`config.mk`:
```
export PLATFORM = sky130hd
export DESIGN_NAME = lavr_regs
export DESIGN_NICKNAME = d
export VERILOG_FILES = /design/src/hw/lavr_regs.v /design/src/hw/lavr_reg_byte.v /design/src/hw/lavr_voltage_decode.v
export VERILOG_INCLUDE_DIRS = /design/src /design/src/hw
export SDC_FILE = /design/constraint.sdc
export NUM_CORES = 1
export LEC_CHECK = 0
export BUFFER_PORTS_ARGS = -buffer_cell sky130_fd_sc_hd__buf_4
export CORE_ASPECT_RATIO = 0.75
export CORE_UTILIZATION = 45
export DETAILED_ROUTE_END_ITERATION = 8
export HOLD_SLACK_MARGIN = 0.03
export PLACE_DENSITY = 0.85
export SYNTH_ARGS = -nofsm -noshare
export SYNTH_HDL_FRONTEND = slang
export SYNTH_SLANG_ARGS = --single-unit
```
`constraint.sdc`:
```
create_clock -name sys_clk -period 3.3 [get_ports sys_clk]
set_clock_uncertainty 0.1 [all_clocks]
set_input_delay 0 -clock sys_clk [delete_from_list [all_inputs] [get_ports sys_clk]]
set_output_delay 0 -clock sys_clk [all_outputs]
set_load 0.02 [all_outputs]
```
`src/hw/lavr_defines.vh`:
```
// Constants for the alternate-voltage register bank of two linear regulators.
// Assumes byte addressing on a 32-bit APB bus, one aligned word per register.
`ifndef LAVR_DEFINES_VH
`define LAVR_DEFINES_VH

// Printed register indices; byte address is four times the index
`define LAVR_IDX_REG_FIVE 8'hbe
`define LAVR_IDX_REG_SIX 8'hbf
`define LAVR_ADDR_REG_FIVE 12'h2f8
`define LAVR_ADDR_REG_SIX 12'h2fc
`define LAVR_ADDR_W 12

// Field layout inside each register byte
`define LAVR_SLEEP_BIT 7
`define LAVR_RSVD_BIT 6
`define LAVR_CODE_MSB 5
`define LAVR_CODE_LSB 0
`define LAVR_CODE_W 6

// Reset value of each register (not documented, neutral choice)
`define LAVR_RESET_VAL 8'h00

// Voltage decode, millivolts
`define LAVR_MV_W 12
`define LAVR_MV_FLOOR 12'h384
`define LAVR_MV_CEIL 12'he10
`define LAVR_MV_STEP 12'h032
`define LAVR_CODE_FLOOR_MAX 6'h02
`define LAVR_CODE_CEIL_MIN 6'h38

// Mode encoding driven to each regulator
`define LAVR_MODE_A 2'h0
`define LAVR_MODE_B_NORMAL 2'h1
`define LAVR_MODE_B_SLEEP 2'h2

`endif

```
`src/hw/lavr_regs.v`:
```
// Alternate (B) voltage register bank for regulators five and six, APB slave.
// Assumes an APB master on sys_clk; b_select inputs come from logic on the same clock.
//
// How it works
// - Sleep bit 0 with B setting selected: regulator runs normal mode.
// - Sleep bit 1 with B setting selected: regulator runs sleep mode.
// - Codes 000000 to 000010 all decode to 0.90 V.
// - From 000011 the target rises 50 mV per code, 0.95 V first.
// - Code 001000 decodes to 1.20 V.
// - Code 110000 decodes to 3.20 V.
// - Code 111000 and above all decode to 3.60 V.
//
// Register access over APB was chosen for this implementation.
`timescale 1ns/10ps
`include "lavr_defines.vh"
`default_nettype none
module lavr_regs #(
	parameter [7:0] REG_FIVE_RESET = `LAVR_RESET_VAL,
	parameter [7:0] REG_SIX_RESET = `LAVR_RESET_VAL
) (
	// Clock and reset
	input wire sys_clk,
	input wire rst,
	// APB slave
	input wire psel,
	input wire penable,
	input wire pwrite,
	input wire [`LAVR_ADDR_W-1:0] paddr,
	input wire [31:0] pwdata,
	input wire [3:0] pstrb,
	output wire [31:0] prdata,
	output wire pready,
	output wire pslverr,
	// Setting selection from the A/B chooser
	input wire reg_five_b_select,
	input wire reg_six_b_select,
	// Regulator five controls
	output wire reg_five_alt_sleep_select,
	output wire [`LAVR_CODE_W-1:0] reg_five_alt_voltage_code,
	output wire [`LAVR_MV_W-1:0] reg_five_alt_target_mv,
	output wire [1:0] reg_five_mode,
	output wire reg_five_alt_update,
	// Regulator six controls
	output wire reg_six_alt_sleep_select,
	output wire [`LAVR_CODE_W-1:0] reg_six_alt_voltage_code,
	output wire [`LAVR_MV_W-1:0] reg_six_alt_target_mv,
	output wire [1:0] reg_six_mode,
	output wire reg_six_alt_update
);
	localparam NUM_REGS = 2;

	////////////////////////////////////////////////////////////////////////////////
	// Address decode

	// Returns a one-hot hit vector; zero for an unmapped or misaligned address
	function [NUM_REGS-1:0] addr_hit;
		input [`LAVR_ADDR_W-1:0] addr;
		begin
			addr_hit = {NUM_REGS{1'b0}};
			if (addr == `LAVR_ADDR_REG_FIVE) begin
				addr_hit[0] = 1'b1;
			end
			if (addr == `LAVR_ADDR_REG_SIX) begin
				addr_hit[1] = 1'b1;
			end
		end
	endfunction

	// Mode a regulator is told to run in, from selection and sleep bit
	function [1:0] run_mode;
		input b_sel;
		input sleep_bit;
		begin
			if (!b_sel) begin
				run_mode = `LAVR_MODE_A;
			end else if (sleep_bit) begin
				run_mode = `LAVR_MODE_B_SLEEP;
			end else begin
				run_mode = `LAVR_MODE_B_NORMAL;
			end
		end
	endfunction

	wire [NUM_REGS-1:0] hit;
	wire access;
	wire setup;
	wire mapped;
	wire wr_lane;
	wire [NUM_REGS-1:0] wr_en;
	wire [7:0] reg_q [0:NUM_REGS-1];
	wire [`LAVR_MV_W-1:0] target_mv [0:NUM_REGS-1];
	wire [NUM_REGS-1:0] b_select;

	assign hit = addr_hit(paddr);
	assign mapped = |hit;
	assign setup = psel & ~penable;
	assign access = psel & penable;
	// Only byte lane 0 holds data; a write without it stores nothing
	assign wr_lane = pstrb[0];
	assign b_select = {reg_six_b_select, reg_five_b_select};

	////////////////////////////////////////////////////////////////////////////////
	// APB handshake

	// Zero wait states: every access completes in its first access cycle
	assign pready = 1'b1;
	// Unmapped addresses answer with an error and leave every register untouched
	assign pslverr = access & ~mapped;

	////////////////////////////////////////////////////////////////////////////////
	// Register storage

	genvar gi;
	generate
		for (gi = 0; gi < NUM_REGS; gi = gi + 1) begin : g_reg
			// Reserved bit 6 is stored as written; software keeps it zero
			assign wr_en[gi] = access & pwrite & hit[gi] & wr_lane;

			lavr_reg_byte #(
				.RESET_VAL(gi == 0 ? REG_FIVE_RESET : REG_SIX_RESET)
			) u_reg (
				.sys_clk(sys_clk),
				.rst(rst),
				.wr_en(wr_en[gi]),
				.wdata(pwdata[7:0]),
				.q(reg_q[gi])
			);

			lavr_voltage_decode u_decode (
				.sys_clk(sys_clk),
				.rst(rst),
				.code(reg_q[gi][`LAVR_CODE_MSB:`LAVR_CODE_LSB]),
				.target_mv(target_mv[gi])
			);
		end
	endgenerate

	////////////////////////////////////////////////////////////////////////////////
	// Read data

	// Read data is captured in the setup cycle so it comes from a flip-flop
	// and is stable for the whole access phase
	reg [31:0] prdata_ff;
	reg [31:0] nxt_prdata;

	always @* begin
		nxt_prdata = prdata_ff;
		if (setup) begin
			nxt_prdata = 32'h0000_0000;
			if (!pwrite && hit[0]) begin
				nxt_prdata = {24'h00_0000, reg_q[0]};
			end else if (!pwrite && hit[1]) begin
				nxt_prdata = {24'h00_0000, reg_q[1]};
			end
		end
	end

	always @(posedge sys_clk) begin
		if (rst) begin
			prdata_ff <= 32'h0000_0000;
		end else begin
			prdata_ff <= nxt_prdata;
		end
	end

	assign prdata = prdata_ff;

	////////////////////////////////////////////////////////////////////////////////
	// Regulator controls

	reg [1:0] five_mode_ff;
	reg [1:0] six_mode_ff;
	reg [NUM_REGS-1:0] update_ff;
	reg [1:0] nxt_five_mode;
	reg [1:0] nxt_six_mode;
	reg [NUM_REGS-1:0] nxt_update;

	always @* begin
		nxt_five_mode = run_mode(b_select[0], reg_q[0][`LAVR_SLEEP_BIT]);
		nxt_six_mode = run_mode(b_select[1], reg_q[1][`LAVR_SLEEP_BIT]);
		// Pulse one cycle after a write, when the new code is valid; the target follows a cycle later
		nxt_update = wr_en;
	end

	always @(posedge sys_clk) begin
		if (rst) begin
			five_mode_ff <= `LAVR_MODE_A;
			six_mode_ff <= `LAVR_MODE_A;
			update_ff <= {NUM_REGS{1'b0}};
		end else begin
			five_mode_ff <= nxt_five_mode;
			six_mode_ff <= nxt_six_mode;
			update_ff <= nxt_update;
		end
	end

	assign reg_five_alt_sleep_select = reg_q[0][`LAVR_SLEEP_BIT];
	assign reg_five_alt_voltage_code = reg_q[0][`LAVR_CODE_MSB:`LAVR_CODE_LSB];
	assign reg_five_alt_target_mv = target_mv[0];
	assign reg_five_mode = five_mode_ff;
	assign reg_five_alt_update = update_ff[0];

	assign reg_six_alt_sleep_select = reg_q[1][`LAVR_SLEEP_BIT];
	assign reg_six_alt_voltage_code = reg_q[1][`LAVR_CODE_MSB:`LAVR_CODE_LSB];
	assign reg_six_alt_target_mv = target_mv[1];
	assign reg_six_mode = six_mode_ff;
	assign reg_six_alt_update = update_ff[1];
endmodule // lavr_regs
`default_nettype wire

```
`src/hw/lavr_reg_byte.v`:
```
// One 8-bit software register with byte-lane write.
// Assumes write enable is a single-cycle strobe from the bus slave.
`timescale 1ns/10ps
`default_nettype none
module lavr_reg_byte #(
	parameter [7:0] RESET_VAL = 8'h00
) (
	// Clock and reset
	input wire sys_clk,
	input wire rst,
	// Write side
	input wire wr_en,
	input wire [7:0] wdata,
	// Stored value
	output wire [7:0] q
);
	reg [7:0] q_ff;
	reg [7:0] nxt_q;

	always @* begin
		nxt_q = q_ff;
		if (wr_en) begin
			nxt_q = wdata;
		end
	end

	always @(posedge sys_clk) begin
		if (rst) begin
			q_ff <= RESET_VAL;
		end else begin
			q_ff <= nxt_q;
		end
	end

	assign q = q_ff;
endmodule // lavr_reg_byte
`default_nettype wire

```
`src/hw/lavr_voltage_decode.v`:
```
// Maps a 6-bit regulator voltage code to a target in millivolts.
// Assumes the code is stable from a register; result is registered.
`timescale 1ns/10ps
`include "lavr_defines.vh"
`default_nettype none
module lavr_voltage_decode (
	// Clock and reset
	input wire sys_clk,
	input wire rst,
	// Code in
	input wire [`LAVR_CODE_W-1:0] code,
	// Target out, millivolts
	output wire [`LAVR_MV_W-1:0] target_mv
);
	reg [`LAVR_MV_W-1:0] target_mv_ff;
	reg [`LAVR_MV_W-1:0] nxt_target_mv;
	reg [`LAVR_MV_W-1:0] steps;

	always @* begin
		steps = {{(`LAVR_MV_W-`LAVR_CODE_W){1'b0}}, code - `LAVR_CODE_FLOOR_MAX};
		if (code <= `LAVR_CODE_FLOOR_MAX) begin
			nxt_target_mv = `LAVR_MV_FLOOR;
		end else if (code >= `LAVR_CODE_CEIL_MIN) begin
			nxt_target_mv = `LAVR_MV_CEIL;
		end else begin
			// 0.90 V plus 50 mV per code above the floor
			nxt_target_mv = `LAVR_MV_FLOOR + steps * `LAVR_MV_STEP;
		end
	end

	always @(posedge sys_clk) begin
		if (rst) begin
			target_mv_ff <= `LAVR_MV_FLOOR;
		end else begin
			target_mv_ff <= nxt_target_mv;
		end
	end

	assign target_mv = target_mv_ff;
endmodule // lavr_voltage_decode
`default_nettype wire

```
==> results.md <==
* Mapped Cells at 403
* Final clock period utilization by the worst path at 1.00
* Combinational power share at 0.098
* Mux cell area share after synthesis at 0.00889
* First-pass GRT wire length at 14300 µm
* Max Root-Sink Buffers at 2
* Avg Cell Area, Syn at 8.73 µm²
* Fmax at 0.303 GHz
* Synth Area in Adders at 0.171
* Dominant cell type by area after synthesis: dfxtp_1
* CP arrival at 3410 ps
* Sw power at 0.000307 W
* Pint at 0.000907 W
* Share of layout cells above drive strength 1 at 0.356
* Area of the core at 7470 µm²
* # DRC at 0
* ANT cells at 0
* HPWL after DPL at 6690 µm
* Reg-to-Reg End: g_reg[0].u_decode.target_mv[11]
* Nets at 621
* Tightest Hold Check Type: in -> reg
* Max Cap Viol at 0
* Critical path class: reg -> reg
* Leakage at 2.21 nW
* Netlist cell types at 51
* Rows at 27
* EDFF count, synth at 0
* Min Tclk post-route at 3300 ps
* Area Growth Syn to Fin at 41.3%
* Clock buffer count from CTS at 5
* Synth top area share at 0.296
* Launch point of the worst path: g_reg[0].u_reg.q[1]
* Seq cells post-synth at 52
* Net Sw Frac at 0.253
* Post-route ant nets at 0
* Final setup viols at 1
* Least-Margin Pin Slew at 1140 ps
* Root Driver: clkbuf_8
* Status: finished, violations left
* Share of flip-flops with an asynchronous set or reset at 0
* Io pins at 133
* CTS Sinks at 52
* Hold Vio Cnt, Final at 0
* Overall Power at 0.00121 W
* Mapped cell area at 3520 µm²
* Largest net degree at the start of global routing at 37
* R2R Setup Slk at -3 ps
* Failing checks: setup timing
* Worst r2r src: g_reg[0].u_reg.q[1]
* RSZ-0062 raised after global routing: yes
* # H-tree levels at 2
* Slew Viols, Final at 0
* Drt first-iter violations at 121
* Ys flop type: dfxtp_1
* Data required, critical path at 3410 ps
* Vias in the first global route at 3066
* DR vias at 3290
* Post-synthesis xor/xnor area fraction at 0.0797
* VDD IR-drop max at 165 µV
* CTS tree: yes
* Seq/Total Area, Yosys at 0.296
* Die height at 78.6 µm
* Ranking of synthesized cells by area: dfxtp_1 (30%), ha_1 (16%), buf_4 (8.3%), xor2_1 (4.7%), nand2_1 (4.5%)
* Vias/cell at 5.30
* Initial Util at 0.471
* GRT overflow at 0
* Crit start category: register
* Final Util at 0.666
* Port bufs at 78
* Clk network pwr share at 0.380
* Compound-Gate Fraction of Synth Area at 0.129
* Normalized max-slew margin at 0.237
* All-Layer GR Usage at 0.219
* GPL Wtd Cong at 0.888
* Seq pwr share at 0.523
* Largest family of logic cells by synthesized area: simple AND/OR/NAND/NOR gates
* CP Capture Type: register
* Die Wd at 104 µm
* Antenna violations before repair at 0
* Setup ws final at -3.15 ps
* PD cells at 244 nW/µm²
* Clock-pin slew on the worst setup and hold paths at 100 ps
* DRT Wirelength at 9850 µm
* DR WL/cell at 15.9 µm
* Synth warn at 0
* Critical path peak fanout at 4
* DR pass1 iterations at 5
* Crit path to: g_reg[0].u_decode.target_mv[11]
* Worst R2R Path Depth at 14
* Simple-Gate Fraction of Synth Area at 0.197
* Fin Hold WS at 54.8 ps
* Die area at 8180 µm²
* Clk_lat worst skew at 310 ps
## cells by family after synthesis
group / Yosys count
other: 2
AND/OR/NAND/NOR: 129
XOR/XNOR: 32
multiplexers: 3
adder cells (fa/ha/maj): 47
flip-flops: 52
AO/OA/AOI/OAI: 70
buffers and inverters: 68
## synthesized netlist by cell type (all sizes together) (6+ instances only)
cell    number
nor3         9
a211oi       8
clkbuf      10
nor2b       10
nand2       42
nor2        30
a22oi       11
buf         41
nand3        6
xor2        19
a21oi       24
o21ai       11
ha          45
dfxtp       52
xnor2       13
inv         17
## flip-flops by register name, indices dropped and copies added (netlist names)
name / flops
g.u_decode.target_mv: 22
g.u_reg.q: 16
prdata: 8
reg_five_mode: 2
reg_six_mode: 2
update_ff: 2
## power by group through the flow
stage | combinational [W] | sequential, W | clock [W]
after CTS | 0.000116 | 0.000636 | 0.000462
after detailed placement | 0.000104 | 0.000652 | 0
after global placement | 0.000102 | 0.000651 | 0
after floorplan | 0.0000744 | 0.000660 | 0
final | 0.000119 | 0.000635 | 0.000461
after global routing | 0.000126 | 0.000635 | 0.000489
## metal layers
layer  share of wire  vias up  wire (µm)  track usage
li1                -     1545          -            -
met1            0.41     1573       4080        0.265
met2            0.50      141       4930        0.403
met3           0.057       31        562       0.0341
met4           0.028        0        274       0.0600
met5               0        -          0            0
## repair_timing
action	CTS	global route
hold endpoints to repair	24	0
hold buffers	22	0
setup buffers	1	2
setup endpoints to repair	4	5
cloned	0	0
resized for setup	16	38
pin swaps	4	17
## through the flow
| stage | cell area (µm²) | TNS [ps] | worst slack (ps) | std cells |
|---|---|---|---|---|
| 2_1_floorplan | 3690 | 0 | 1.81 | 428 |
| 6_report | 4970 | -3.15 | -3.15 | 621 |
| 4_1_cts | 4740 | 0 | 3.22 | 619 |
| 5_1_grt | 4970 | -186 | -115 | 621 |
| 3_5_place_dp | 4290 | -231 | -83.5 | 588 |
| 3_3_place_gp | 4290 | 0 | 7.11 | 588 |
## critical path: stages, from the launching register on
cell	delay (ps)
dfxtp_4	370
nor3_2	240
xnor2_2	150
inv_1	80
buf_4	140
ha_1	300
ha_1	240
inv_1	100
fa_2	280
nor2b_4	60
o31a_1	300
or4b_1	540
nand3_2	100
xor2_1	140
a21oi_1	70
## layout make-up
class	count	area [µm²]
Multi-Input combinational cell	308	2530
Clock inverter	3	46.3
Fill cell	537	2500
Clock buffer	5	68.8
Timing Repair Buffer	135	1080
Sequential cell	52	1050
Tap cell	101	126
Inverter	17	63.8
## worst min-delay path by stage
stage / startpoint / end / slack (ps) / depth (start not counted)
after CTS: paddr[3] / update_ff[1] / 40 / 5
after detailed placement: reg_five_b_select / reg_five_mode[1] / 150 / 2
after floorplan: paddr[2] / update_ff[0] / -20 / 1
final: pwrite / prdata[5] / 50 / 4
after global routing: pwrite / prdata[5] / 90 / 4
after global placement: reg_five_b_select / reg_five_mode[1] / 140 / 2
## cells in the final DEF (no fill, tap or decap), types with 3 or more instances in the layout
master           n
inv_1           12
nor2b_1          9
nor4_1           3
and3_1           4
dfxtp_4          3
xor2_1          13
buf_4          112
nand2b_1         3
a22oi_1         11
a211oi_1         7
xnor2_2          5
nand3_1          5
a21oi_1         22
nand2_1         41
xor2_2           4
o21ai_0         10
xnor2_1          8
clkbuf_8         5
inv_2            5
dlygate4sd3_1   22
nor3_1           4
conb_1          27
dfxtp_1         47
nor2_1          30
nor3b_1          4
nor3_2           4
ha_1            30
ha_4            13
(Power assumes the default switching activity.)
